## src/guard_timer_pkg.sv

```systemverilog
// Shared constants, field positions and types for the guard timer block.
package guard_timer_pkg;
   // Register bus geometry.
   localparam int AXI_ADDR_W = 8;
   localparam int AXI_DATA_W = 32;
   localparam int REG_W = 8;
   // Register byte addresses.
   localparam logic [7:0] ADDR_RESET_CAUSE = 8'h00;
   localparam logic [7:0] ADDR_GUARD_CTRL = 8'h04;
   // Bus response codes.
   localparam logic [1:0] RESP_OKAY = 2'h0;
   localparam logic [1:0] RESP_SLVERR = 2'h2;
   // Control and status register fields.
   localparam int CTRL_IRQ_FLAG = 7;
   localparam int CTRL_IRQ_EN = 6;
   localparam int CTRL_PRESC_TOP = 5;
   localparam int CTRL_CHANGE_EN = 4;
   localparam int CTRL_RESET_EN = 3;
   localparam int CTRL_PRESC_LOW_HI = 2;
   localparam int CTRL_PRESC_LOW_LO = 0;
   // Reset cause register fields; bits from CAUSE_W upward read as zero.
   localparam int CAUSE_POWER_UP = 0;
   localparam int CAUSE_PIN = 1;
   localparam int CAUSE_SUPPLY_DROP = 2;
   localparam int CAUSE_GUARD = 3;
   localparam int CAUSE_SCAN = 4;
   localparam int CAUSE_BUS_END = 5;
   localparam int CAUSE_W = 6;
   // Prescaler selection and time-out counts in oscillator cycles.
   localparam int PRESC_W = 4;
   localparam logic [3:0] PRESC_RESET = 4'h0;
   localparam logic [3:0] PRESC_MAX_CODE = 4'h9;
   localparam int BASE_CYCLES = 2048;
   localparam int COUNT_W = 21;
   // Oscillator rate and the resulting span of time-outs.
   localparam int OSC_FREQ_HZ = 128000;
   localparam int SHORTEST_TIMEOUT_MS = 16;
   localparam int LONGEST_TIMEOUT_MS = 8000;
   // Length of the change-enable window in system clock cycles.
   localparam int CHANGE_WINDOW_CYCLES = 4;
   localparam int WINDOW_CNT_W = 3;
   // Operating mode, Gray coded along stopped, irq, both, reset.
   typedef enum logic [1:0] {
      MODE_STOPPED = 2'b00,
      MODE_IRQ = 2'b01,
      MODE_BOTH = 2'b11,
      MODE_RESET = 2'b10
   } guard_mode_t;
   // Maps the effective enable bits onto the operating mode.
   function automatic guard_mode_t mode_of(input logic reset_en, input logic irq_en);
      guard_mode_t m;
      m = MODE_STOPPED;
      if (reset_en && irq_en) m = MODE_BOTH;
      else if (reset_en) m = MODE_RESET;
      else if (irq_en) m = MODE_IRQ;
      return m;
   endfunction : mode_of
endpackage : guard_timer_pkg

```

## src/guard_timer_counter.sv

```systemverilog
// Oscillator-driven time-out counter for the guard timer.
`timescale 1ns/1ps
module guard_timer_counter (
   // Clock, reset and freeze.
   input wire logic i_ref_clk,
   input wire logic i_reset,
   input wire logic i_clk_en,
   // Oscillator level and control.
   input wire logic i_osc_level,
   input wire logic i_run,
   input wire logic i_restart,
   input wire logic [guard_timer_pkg::PRESC_W-1:0] i_prescale,
   // One-cycle time-out pulse.
   output logic o_timeout
);
   // Previous oscillator level, for rising edge detection.
   logic osc_prev;
   // Oscillator cycles counted since the last restart.
   logic [guard_timer_pkg::COUNT_W-1:0] count;
   // Last count value before a time-out.
   logic [guard_timer_pkg::COUNT_W-1:0] limit;
   logic osc_tick;
   logic at_limit;

   // Reserved codes fall back to the longest period.
   function automatic logic [guard_timer_pkg::COUNT_W-1:0] limit_of(
      input logic [guard_timer_pkg::PRESC_W-1:0] code);
      logic [guard_timer_pkg::PRESC_W-1:0] c;
      c = (code > guard_timer_pkg::PRESC_MAX_CODE) ? guard_timer_pkg::PRESC_MAX_CODE : code;
      return (guard_timer_pkg::COUNT_W'(guard_timer_pkg::BASE_CYCLES) << c)
         - guard_timer_pkg::COUNT_W'(1);
   endfunction : limit_of

   assign limit = limit_of(i_prescale);
   assign osc_tick = i_osc_level & ~osc_prev;
   // A shorter period chosen mid-count expires at once, hence the compare.
   assign at_limit = count >= limit;

   // Samples the oscillator level.
   always_ff @(posedge i_ref_clk) begin
      if (i_reset) osc_prev <= 1'b0;
      else if (i_clk_en) osc_prev <= i_osc_level;
   end

   // Counts oscillator cycles, restarting on request or time-out.
   always_ff @(posedge i_ref_clk) begin
      if (i_reset) begin
         count <= '0;
      end else if (i_clk_en) begin
         if (i_restart || !i_run) count <= '0;
         else if (osc_tick) count <= at_limit ? '0 : count + 1'b1;
      end
   end

   // Raises the time-out for one cycle.
   always_ff @(posedge i_ref_clk) begin
      if (i_reset) o_timeout <= 1'b0;
      else if (i_clk_en) o_timeout <= i_run & ~i_restart & osc_tick & at_limit;
   end
endmodule : guard_timer_counter

```

## src/watchdog_timer_with_reset_flags.sv

```systemverilog
// Guard timer with reset cause flags behind an AXI4-Lite register slave.
// Function
// - Counter runs on oscillator; time-out fires action.
// - Restart instruction returns counter to start.
// - Reset and irq enables select the mode.
// - Fuse forces reset mode, enables read 1/0.
// - Clearing reset enable or prescale needs window.
// - Change enable self-clears after four cycles.
// - Time-out in irq configuration sets flag.
// - Flag cleared by vector or written one.
// - Interrupt needs global enable, enable, flag.
// - Vector in combined mode clears enable, flag.
// - Unserviced flag plus time-out gives reset.
// - Guard, supply, pin flags: set; cleared.
// - Power-up flag cleared only by writing zero.
// - Scan reset flag set by scan reset.
// - Cause bits seven and six read zero.
// - Time-outs span 16 ms to 8 s.
// - Guard reset flag forces reset enable on.
// - Prescale codes double 2048 up to 1048576.
// - Reset-mode time-out gives one-cycle pulse.
//
// Local design decisions: the address map and register access over AXI4-Lite.
`timescale 1ns/1ps
module watchdog_timer_with_reset_flags (
   // Clock, reset and freeze.
   input wire logic i_ref_clk,
   input wire logic i_reset,
   input wire logic i_clk_en,
   // Guard timer oscillator, fuse and processor events.
   input wire logic i_guard_osc,
   input wire logic i_guard_always_on_fuse,
   input wire logic i_guard_restart,
   input wire logic i_global_irq_enable,
   input wire logic i_guard_irq_ack,
   // Reset sources recorded in the cause register.
   input wire logic i_power_up_reset,
   input wire logic i_pin_reset,
   input wire logic i_supply_drop_reset,
   input wire logic i_scan_reset,
   input wire logic i_bus_end_reset,
   // AXI4-Lite write address and data.
   input wire logic i_awvalid,
   output logic o_awready,
   input wire logic [guard_timer_pkg::AXI_ADDR_W-1:0] i_awaddr,
   input wire logic i_wvalid,
   output logic o_wready,
   input wire logic [guard_timer_pkg::AXI_DATA_W-1:0] i_wdata,
   input wire logic [guard_timer_pkg::AXI_DATA_W/8-1:0] i_wstrb,
   // AXI4-Lite write response.
   output logic o_bvalid,
   input wire logic i_bready,
   output logic [1:0] o_bresp,
   // AXI4-Lite read address and data.
   input wire logic i_arvalid,
   output logic o_arready,
   input wire logic [guard_timer_pkg::AXI_ADDR_W-1:0] i_araddr,
   output logic o_rvalid,
   input wire logic i_rready,
   output logic [guard_timer_pkg::AXI_DATA_W-1:0] o_rdata,
   output logic [1:0] o_rresp,
   // Results towards the processor.
   output logic o_guard_irq_request,
   output logic o_system_reset
);
   // Interrupt flag, set by time-outs.
   logic irq_flag;
   // Stored interrupt enable.
   logic irq_en;
   // Stored reset enable.
   logic reset_en;
   // Prescaler selection.
   logic [guard_timer_pkg::PRESC_W-1:0] presc;
   // Change enable and its remaining lifetime.
   logic change_en;
   logic [guard_timer_pkg::WINDOW_CNT_W-1:0] window_cnt;
   // Reset cause flags.
   logic [guard_timer_pkg::CAUSE_W-1:0] cause;
   // Effective enables after the fuse override.
   logic eff_reset_en;
   logic eff_irq_en;
   guard_timer_pkg::guard_mode_t mode;
   // Counter time-out pulse and derived events.
   logic timeout;
   logic flag_set;
   logic reset_event;
   // Bus handshakes and decoded accesses.
   logic wr_fire;
   logic rd_fire;
   logic wr_ctrl;
   logic wr_cause;
   logic open_fire;
   logic [guard_timer_pkg::REG_W-1:0] wbyte;
   logic [guard_timer_pkg::REG_W-1:0] ctrl_view;
   logic [guard_timer_pkg::CAUSE_W-1:0] cause_set;

   // True when a byte address selects the given register word.
   function automatic logic hits(input logic [guard_timer_pkg::AXI_ADDR_W-1:0] a,
                                 input logic [guard_timer_pkg::AXI_ADDR_W-1:0] base);
      return a[guard_timer_pkg::AXI_ADDR_W-1:2] == base[guard_timer_pkg::AXI_ADDR_W-1:2];
   endfunction : hits

   // The fuse pins reset enable high and interrupt enable low.
   assign eff_reset_en = reset_en | i_guard_always_on_fuse;
   assign eff_irq_en = irq_en & ~i_guard_always_on_fuse;
   assign mode = guard_timer_pkg::mode_of(eff_reset_en, eff_irq_en);

   // Counts oscillator cycles while the mode is not stopped.
   guard_timer_counter u_counter (
      .i_ref_clk(i_ref_clk),
      .i_reset(i_reset),
      .i_clk_en(i_clk_en),
      .i_osc_level(i_guard_osc),
      .i_run(mode != guard_timer_pkg::MODE_STOPPED),
      .i_restart(i_guard_restart),
      .i_prescale(presc),
      .o_timeout(timeout)
   );

   // Time-out in irq mode, or first one in combined mode, raises the flag.
   assign flag_set = timeout & ((mode == guard_timer_pkg::MODE_IRQ) |
      ((mode == guard_timer_pkg::MODE_BOTH) & ~irq_flag));
   // Reset mode, or combined mode with the flag still pending, resets.
   assign reset_event = timeout & ((mode == guard_timer_pkg::MODE_RESET) |
      ((mode == guard_timer_pkg::MODE_BOTH) & irq_flag));

   // Request reaches the core only with all three conditions met.
   assign o_guard_irq_request = irq_flag & eff_irq_en & i_global_irq_enable;

   // Both write channels are taken together once no response is owed.
   assign o_awready = i_awvalid & i_wvalid & ~o_bvalid & i_clk_en;
   assign o_wready = o_awready;
   assign wr_fire = o_awready;
   assign o_arready = ~o_rvalid & i_clk_en;
   assign rd_fire = i_arvalid & o_arready;
   assign wbyte = i_wdata[guard_timer_pkg::REG_W-1:0];
   assign wr_ctrl = wr_fire & i_wstrb[0] & hits(i_awaddr, guard_timer_pkg::ADDR_GUARD_CTRL);
   assign wr_cause = wr_fire & i_wstrb[0] & hits(i_awaddr, guard_timer_pkg::ADDR_RESET_CAUSE);
   // Opening write carries ones in both change enable and reset enable.
   assign open_fire = wr_ctrl & wbyte[guard_timer_pkg::CTRL_CHANGE_EN]
      & wbyte[guard_timer_pkg::CTRL_RESET_EN];

   // Readback of the control register shows effective enables.
   always_comb begin
      ctrl_view = '0;
      ctrl_view[guard_timer_pkg::CTRL_IRQ_FLAG] = irq_flag;
      ctrl_view[guard_timer_pkg::CTRL_IRQ_EN] = eff_irq_en;
      ctrl_view[guard_timer_pkg::CTRL_PRESC_TOP] = presc[guard_timer_pkg::PRESC_W-1];
      ctrl_view[guard_timer_pkg::CTRL_CHANGE_EN] = change_en;
      ctrl_view[guard_timer_pkg::CTRL_RESET_EN] = eff_reset_en;
      ctrl_view[guard_timer_pkg::CTRL_PRESC_LOW_HI:guard_timer_pkg::CTRL_PRESC_LOW_LO] =
         presc[guard_timer_pkg::PRESC_W-2:0];
   end

   // Write response: OKAY for the two registers, SLVERR elsewhere.
   always_ff @(posedge i_ref_clk) begin
      if (i_reset) begin
         o_bvalid <= 1'b0;
         o_bresp <= guard_timer_pkg::RESP_OKAY;
      end else if (i_clk_en) begin
         if (wr_fire) begin
            o_bvalid <= 1'b1;
            o_bresp <= (hits(i_awaddr, guard_timer_pkg::ADDR_GUARD_CTRL) ||
                        hits(i_awaddr, guard_timer_pkg::ADDR_RESET_CAUSE)) ?
                       guard_timer_pkg::RESP_OKAY : guard_timer_pkg::RESP_SLVERR;
         end else if (i_bready) begin
            o_bvalid <= 1'b0;
         end
      end
   end

   // Read data is captured at the same edge that takes the address.
   always_ff @(posedge i_ref_clk) begin
      if (i_reset) begin
         o_rvalid <= 1'b0;
         o_rdata <= '0;
         o_rresp <= guard_timer_pkg::RESP_OKAY;
      end else if (i_clk_en) begin
         if (rd_fire) begin
            o_rvalid <= 1'b1;
            o_rresp <= guard_timer_pkg::RESP_OKAY;
            o_rdata <= '0;
            if (hits(i_araddr, guard_timer_pkg::ADDR_GUARD_CTRL)) begin
               o_rdata[guard_timer_pkg::REG_W-1:0] <= ctrl_view;
            end else if (hits(i_araddr, guard_timer_pkg::ADDR_RESET_CAUSE)) begin
               // Upper cause bits stay zero.
               o_rdata[guard_timer_pkg::CAUSE_W-1:0] <= cause;
            end else begin
               o_rresp <= guard_timer_pkg::RESP_SLVERR;
            end
         end else if (i_rready) begin
            o_rvalid <= 1'b0;
         end
      end
   end

   // Interrupt flag: a flag-setting time-out wins over any clear.
   always_ff @(posedge i_ref_clk) begin
      if (i_reset) irq_flag <= 1'b0;
      else if (i_clk_en) begin
         if (flag_set) irq_flag <= 1'b1;
         else if (i_guard_irq_ack || (wr_ctrl && wbyte[guard_timer_pkg::CTRL_IRQ_FLAG]))
            irq_flag <= 1'b0;
      end
   end

   // Interrupt enable: a software write wins over the vector's clear.
   always_ff @(posedge i_ref_clk) begin
      if (i_reset) irq_en <= 1'b0;
      else if (i_clk_en) begin
         if (wr_ctrl) irq_en <= wbyte[guard_timer_pkg::CTRL_IRQ_EN];
         else if (i_guard_irq_ack && mode == guard_timer_pkg::MODE_BOTH)
            irq_en <= 1'b0;
      end
   end

   // Reset enable: set freely, cleared only inside the change window.
   always_ff @(posedge i_ref_clk) begin
      if (i_reset) reset_en <= 1'b0;
      else if (i_clk_en) begin
         if (cause[guard_timer_pkg::CAUSE_GUARD]) reset_en <= 1'b1;
         else if (wr_ctrl && wbyte[guard_timer_pkg::CTRL_RESET_EN]) reset_en <= 1'b1;
         else if (wr_ctrl && change_en) reset_en <= 1'b0;
      end
   end

   // Prescaler: only a write inside the change window alters it.
   always_ff @(posedge i_ref_clk) begin
      if (i_reset) presc <= guard_timer_pkg::PRESC_RESET;
      else if (i_clk_en && wr_ctrl && change_en && !open_fire)
         presc <= {wbyte[guard_timer_pkg::CTRL_PRESC_TOP],
                   wbyte[guard_timer_pkg::CTRL_PRESC_LOW_HI:guard_timer_pkg::CTRL_PRESC_LOW_LO]};
   end

   // Change window: opened by the pair of ones, closed after four cycles.
   always_ff @(posedge i_ref_clk) begin
      if (i_reset) begin
         change_en <= 1'b0;
         window_cnt <= '0;
      end else if (i_clk_en) begin
         if (open_fire) begin
            change_en <= 1'b1;
            window_cnt <= guard_timer_pkg::WINDOW_CNT_W'(guard_timer_pkg::CHANGE_WINDOW_CYCLES);
         end else if (wr_ctrl && change_en) begin
            // The applying write uses up the window.
            change_en <= 1'b0;
            window_cnt <= '0;
         end else if (window_cnt != '0) begin
            window_cnt <= window_cnt - 1'b1;
            if (window_cnt == guard_timer_pkg::WINDOW_CNT_W'(1)) change_en <= 1'b0;
         end
      end
   end

   // One-cycle system reset pulse on a reset-mode time-out.
   always_ff @(posedge i_ref_clk) begin
      if (i_reset) o_system_reset <= 1'b0;
      else if (i_clk_en) o_system_reset <= reset_event;
   end

   // Set sources for each cause flag, in bit order.
   assign cause_set = {i_bus_end_reset, i_scan_reset, reset_event,
                       i_supply_drop_reset, i_pin_reset, i_power_up_reset};

   // Cause flags survive block resets; power-up clears all but its own.
   // Setting wins over a written zero or a power-up clear.
   for (genvar i = 0; i < guard_timer_pkg::CAUSE_W; i++) begin : g_cause
      always_ff @(posedge i_ref_clk) begin
         if (i_clk_en) begin
            if (cause_set[i]) cause[i] <= 1'b1;
            else if (i_power_up_reset && i != guard_timer_pkg::CAUSE_POWER_UP)
               cause[i] <= 1'b0;
            else if (wr_cause && !wbyte[i]) cause[i] <= 1'b0;
         end
      end
   end
endmodule : watchdog_timer_with_reset_flags

```

## config.mk

```make
export PLATFORM = sky130hd
export DESIGN_NAME = watchdog_timer_with_reset_flags
export DESIGN_NICKNAME = d
export VERILOG_FILES = /design/src/guard_timer_pkg.sv /design/src/guard_timer_counter.sv /design/src/watchdog_timer_with_reset_flags.sv
export SDC_FILE = /design/constraint.sdc
export NUM_CORES = 1
export LEC_CHECK = 0
export BUFFER_PORTS_ARGS = -buffer_cell sky130_fd_sc_hd__buf_4
export CORE_ASPECT_RATIO = 2
export CORE_MARGIN = 2
export CORE_UTILIZATION = 40
export DETAILED_ROUTE_END_ITERATION = 8
export HOLD_SLACK_MARGIN = 0.03
export PLACE_DENSITY_LB_ADDON = 0.08
export SYNTH_ARGS = -nofsm -noshare
export SYNTH_HDL_FRONTEND = slang
export SYNTH_HIERARCHICAL = 1
export SYNTH_SLANG_ARGS = --single-unit
```

## constraint.sdc

```tcl
create_clock -name i_ref_clk -period 4 [get_ports i_ref_clk]
set_input_delay 0.4 -clock i_ref_clk [delete_from_list [all_inputs] [get_ports i_ref_clk]]
set_output_delay 0.4 -clock i_ref_clk [all_outputs]
set_load 0.05 [all_outputs]
```

### Yosys cells after proc, flatten, opt, wreduce, memory -nomap -nowiden

Index checks and enable logic that the tools add are counted.

| cells by class | value |
|---|---|
| add/sub/neg operators | 3 |
| magnitude comparators | 2 |
| equality and inequality tests | 6 |
| shift-type cells | 1 |
| multiplexer cells | 42 |
| bitwise gates (word level) | 30 |
| reduce and logical (&&, ||, !) cells | 59 |

Operators by type and width:

| cell | number |
|---|---|
| 2-to-1 mux 21 bit | 3 |
| AND reduction 2 bit | 15 |
| 2-to-1 mux 1 bit | 27 |
| nonzero test 3 bit | 9 |
| adder 21 x 1 -> 21 bit, second input constant | 1 |
| AND 1 bit | 21 |
| >= comparator 21 bit | 1 |
| left shift 12 x 4 -> 21 bit, first input constant | 1 |
| subtractor 21 x 2 -> 21 bit, second input constant | 1 |
| logical AND 1 bit | 14 |
| nonzero test 2 bit | 7 |
| equality test 6 x 1 -> 1 bit, second input constant | 2 |
| zero test 6 bit | 2 |
| 2-to-1 mux 2 bit | 6 |
| 2-to-1 mux 6 bit | 2 |
| 2-to-1 mux 3 bit | 3 |
| zero test 1 bit | 8 |
| inverter 1 bit | 6 |
| equality test 2 bit, second input constant | 2 |
| greater-than comparator 4 bit, second input constant | 1 |
| 2-to-1 mux 4 bit | 1 |
| equality test 3 x 1 -> 1 bit, second input constant | 1 |
| logical OR 1 bit | 3 |
| bitwise OR 1 bit | 3 |
| 3 further kinds | 3 |

| storage, ports and cells | value |
|---|---|
| register bits | 55 |
| input port bits | 70 |
| output and inout port bits | 43 |
| word-level logic and storage cells | 164 |

### Logic depth before layout (Yosys ltp)

| logic depth | value |
|---|---|
| depth in word-level cells | 11 |
| gate-level depth with buffers | 13 |
| gate-level depth less buffers | 12 |

### Hierarchy

The synthesis kept the hierarchy.

By module, submodules not included:

| module | instances | cells each | area an instance (µm²) |
|---|---|---|---|
| watchdog_timer_with_reset_flags | 1 | 190 | 1661.6 |
| guard_timer_counter | 1 | 171 | 1554.0 |

### Worst setup path before layout

No wires, ideal clock.

| path | value |
|---|---|
| path kind | register to register |
| from | register presc[1] (netlist name) |
| to | register u_counter/count[10] (netlist name) |
| library setup time | 0.138 ns |
| arrival | 2.605 ns |
| setup slack | 1.257 ns |
| stages on the path, launching flop included | 14 |
| path buffers | 1 |
| path through | dfxtp_1 -> or2_2 -> nand2b_1 -> ha_1 -> nor3_1 -> a21o_1 -> a32oi_1 -> ha_1 -> nand2_1 -> nor4_1 -> nand4_1 -> a21oi_1 -> buf_4 -> nor3_1 |

| between the ends | value |
|---|---|
| longest elaborated chain between the ends | 8 |

RTL lines:

| element | RTL line | text |
|---|---|---|
| from (decl) | watchdog_timer_with_reset_flags.sv:73 | `logic [guard_timer_pkg::PRESC_W-1:0] presc;` |
| from (signal assigned) | watchdog_timer_with_reset_flags.sv:229 | `if (i_reset) presc <= guard_timer_pkg::PRESC_RESET;` |
| from (signal assigned) | watchdog_timer_with_reset_flags.sv:231 | `presc <= {wbyte[guard_timer_pkg::CTRL_PRESC_TOP],` |
| greater-than comparator 4 bit | guard_timer_counter.sv:29 | `c = (code > guard_timer_pkg::PRESC_MAX_CODE) ? guard_timer_pkg::PRESC_MAX_CODE : code;` |
| 2-to-1 mux 4 bit * | guard_timer_counter.sv:29 |  |
| left shift 12 x 4 -> 21 bit * | guard_timer_counter.sv:30 | `return (guard_timer_pkg::COUNT_W'(guard_timer_pkg::BASE_CYCLES) << c)` |
| subtractor 21 x 2 -> 21 bit * | guard_timer_counter.sv:31 | `- guard_timer_pkg::COUNT_W'(1);` |
| >= comparator 21 bit * | guard_timer_counter.sv:37 | `assign at_limit = count >= limit;` |
| 2-to-1 mux 21 bit * (2 in a row) | guard_timer_counter.sv:51 | `else if (osc_tick) count <= at_limit ? '0 : count + 1'b1;` |
| 2-to-1 mux 21 bit * | guard_timer_counter.sv:50 | `if (i_restart \|\| !i_run) count <= '0;` |
| to (signal assigned) | guard_timer_counter.sv:51 |  |
| to (decl) | guard_timer_counter.sv:19 | `logic [guard_timer_pkg::COUNT_W-1:0] count;` |

Every way passes the cells marked *; elsewhere a longest branch is shown, timed or not. The select of a mux whose other input is x is not followed.
A chain may end at the register's enable or synchronous reset.

### Worst setup path in the final report

| path | value |
|---|---|
| from | register presc[1] (netlist name) |
| to | register u_counter/count[0] (netlist name) |

The elaborated chain is that of the path after synthesis.

==> out/qor.yml <==
worst_setup_path:
  criticalPathCategory: "reg2reg"
  reg2regPathDepth: 13
  worst_r2r_endpoint: "u_counter/count[0]"
  rrSetupSlack_ns: 0.63
  startpoint_type_of_the_worst_setup_path: "flop"
  critical_path.max_fanout: 20
  r2r-start: "presc[1]"
  crit_arrival_ns: 3.51
  worst_setup_path_end_kind: "flop"
  cp_data_required_time_ns: 4.14
power:
  power.density_nw_per_um2: 363
  power_frac_comb: 0.167
  internal-power_mw: 0.993
  p_clk_frac: 0.417
  static-leakage-power_nw: 1.50
  total_switching_power_mw: 0.378
  design_power_total_mw: 1.37
  power.sequential.fraction: 0.417
  power.ir.vdd_worst_mv: 0.239
  switching_part_of_the_total: 0.275
global_routing:
  grt.overflow.total: 0
  track_usage: 0.183
  largest_net_degree_at_the_start_of_global_routing: 29
  number_of_antenna_violations_at_the_first_check_in_global_routing: 0
  vias_in_the_first_global_route: 2619
  global_route_wire_length_before_repair_um: 12200
clock_network:
  tritoncts.num_buffers: 5
  clock-root-buffer: "clkbuf_16"
  clk_transition_reported_paths_ns: 0.08
  ctsHtreeMaxLevel: 2
  post_cts_buffers: 0
  clk_latency_ns: 0.30
  cts.sinks: 53
  cts.hold.buffers_added: 0
  clock_tree_from_tritoncts: "yes"
  cts-root-to-sink-buffers: 2
  cts.repair.resized: 0
timing:
  clock_skew_ns: 0.00577
  rsz0062_at_grt: "false"
  hold-worst-slack_ns: 0.283
  tightest_slew_ns: 0.891
  final_period_minus_worst_setup_slack_ns: 3.37
  max-slew-margin-rel: 0.406
  maxClockFrequency_ghz: 0.297
  setup_viol_count_final: 0
  finalHoldViolations: 0
  period_share: 0.842
  worst_slack_ns: 0.633
  finalSetupTns_ns: 0
  slew_viol_final: 0
min_path:
  min-delay-path-class: "in2reg"
  timing.hold.worst.start: "i_pin_reset"
  hold_depth: 1
  timing.hold.worst_endpoint: "cause[1]"
die:
  die_h_um: 131
  die_area_sq_um: 8820
  core.rowCount: 46
  design.core.area_sq_um: 7890
  number_of_i_o_pins: 113
  die_w_um: 67.4
  floorplan.initialDensity: 0.408
placed_design:
  half_perimeter_wire_length_after_detailed_placement_um: 5670
  pre_cts_slack_ns: 0.616
  place.gp.congestion: 0.737
  port_buffers: 55
  placed_cell_area_sq_um: 3590
  placed_cells_incl_taps: 499
yosys:
  post_synth_instance_area_sq_um: 3220
  ys_types: 60
  ys_ff_latch: 53
  yosys_warning_count: 6
  asyncSetResetFlopFracSynth: 0
  syn_avg_cell_area_sq_um: 8.91
  synth_top_flop_cell: "dfxtp_1"
  post_synth_edffs: 6
  syn-instance-count: 361
  seq_area_frac_synth: 0.349
finish:
  leading_cell_types_in_the_layout_fill_and_taps_excluded: "buf_4 (56), dfxtp_1 (47), nand2_1 (38)"
  layout_commonest_cell: "buf_4"
  final_design_area_no_fill_sq_um: 3780
  layout-drive-gt1-share: 0.248
  final_net_count: 495
  num_antenna_cells: 0
  fin_cells: 507
  postLayoutCoreUtil: 0.479
  areaGrowthSynthToFinish_pct: 17.5
outcome:
  outcome: "finished, final reports clean"
detailed_routing:
  viasPerCell: 5.19
  drtIter0Drc: 139
  wl_per_cell_um: 14.5
  postRouteWirelength_um: 7360
  dr_total_vias: 2631
  drtAntennaViolNets: 0
  detailedRoute.firstPassIterationCount: 6
  post-route-drc-count: 0
run:
  number_of_violations_of_the_max_capacitance_limit: 0
==> state kept, by name (all words and copies together), names as in the netlist <==
| name | flops |
|---|---|
| change_en | 1 |
| irq_flag | 1 |
| u_counter/o_timeout | 1 |
| window_cnt | 3 |
| reset_en | 1 |
| o_rvalid | 1 |
| u_counter/osc_prev | 1 |
| cause | 6 |
| presc | 4 |
| o_rresp | 1 |
| irq_en | 1 |
| o_rdata | 8 |
| o_bvalid | 1 |
| u_counter/count | 21 |
| o_bresp | 1 |
| o_system_reset | 1 |
==> synthesized netlist by cell type (7+ instances only) <==
cell | instances | area share
inv_1 | 9 | 0.011
nor2_1 | 31 | 0.036
o21ai_0 | 9 | 0.014
nand2_1 | 38 | 0.044
nand3_1 | 9 | 0.014
dfxtp_1 | 47 | 0.29
nor3_2 | 17 | 0.053
ha_1 | 15 | 0.058
a21oi_1 | 26 | 0.040
nor3_1 | 15 | 0.023
clkbuf_1 | 7 | 0.0082
xor2_1 | 7 | 0.019
xnor2_1 | 15 | 0.041
buf_4 | 30 | 0.070
==> power groups by stage <==
stage / Combinational [mW] / Sequential, mW / Clock [mW]
floorplan: 0.182 / 0.589 / 0
global placement: 0.226 / 0.583 / 0
detailed placement: 0.230 / 0.583 / 0
CTS: 0.231 / 0.571 / 0.590
global route: 0.254 / 0.574 / 0.603
finish: 0.228 / 0.571 / 0.571
==> layer usage <==
layer  track usage  up-vias  wire, um
met5             0        -         0
met4        0.0744        0       147
met3        0.0317       10       260
met2         0.359       61      4300
met1         0.179     1244      2650
li1              -     1316         -
==> area by class of cell <==
class,instances,area [sq um]
timing repair buffer,56,420
clock buffer,5,125
clock inverter,3,68.8
inverter,9,33.8
tap,96,120
multi-input combinational,285,1890
sequential,53,1120
fill,789,4110
==> how the worst max path moves through the flow <==
stage / startpoint / endpoint
2_1_floorplan: presc[1] / u_counter/count[10]
3_3_place_gp: presc[1] / u_counter/count[7]
3_5_place_dp: presc[1] / u_counter/count[10]
4_1_cts: presc[1] / u_counter/count[0]
5_1_grt: presc[1] / u_counter/count[14]
6_report: presc[1] / u_counter/count[0]
==> logic make-up after synthesis <==
| kind of cell | synth area share |
|---|---|
| XOR/XNOR | 0.0599 |
| buffers and inverters | 0.0938 |
| other | 0.00234 |
| AND/OR/NAND/NOR | 0.274 |
| multiplexers | 0.0362 |
| adder cells (fa/ha/maj) | 0.0584 |
| flip-flops | 0.349 |
| AO/OA/AOI/OAI | 0.127 |
==> critical path, stage by stage, from the launching register on <==
cell	delay, ns
dfxtp_1	0.38
or2_2	0.35
nand2b_1	0.17
ha_1	0.26
nor3_1	0.15
a21o_1	0.11
a32oi_1	0.10
ha_1	0.29
nand2_1	0.07
nor4_1	0.48
a221oi_1	0.28
a21oi_2	0.16
buf_4	0.30
nor3_1	0.11
Power figures use the tool's default switching activity.
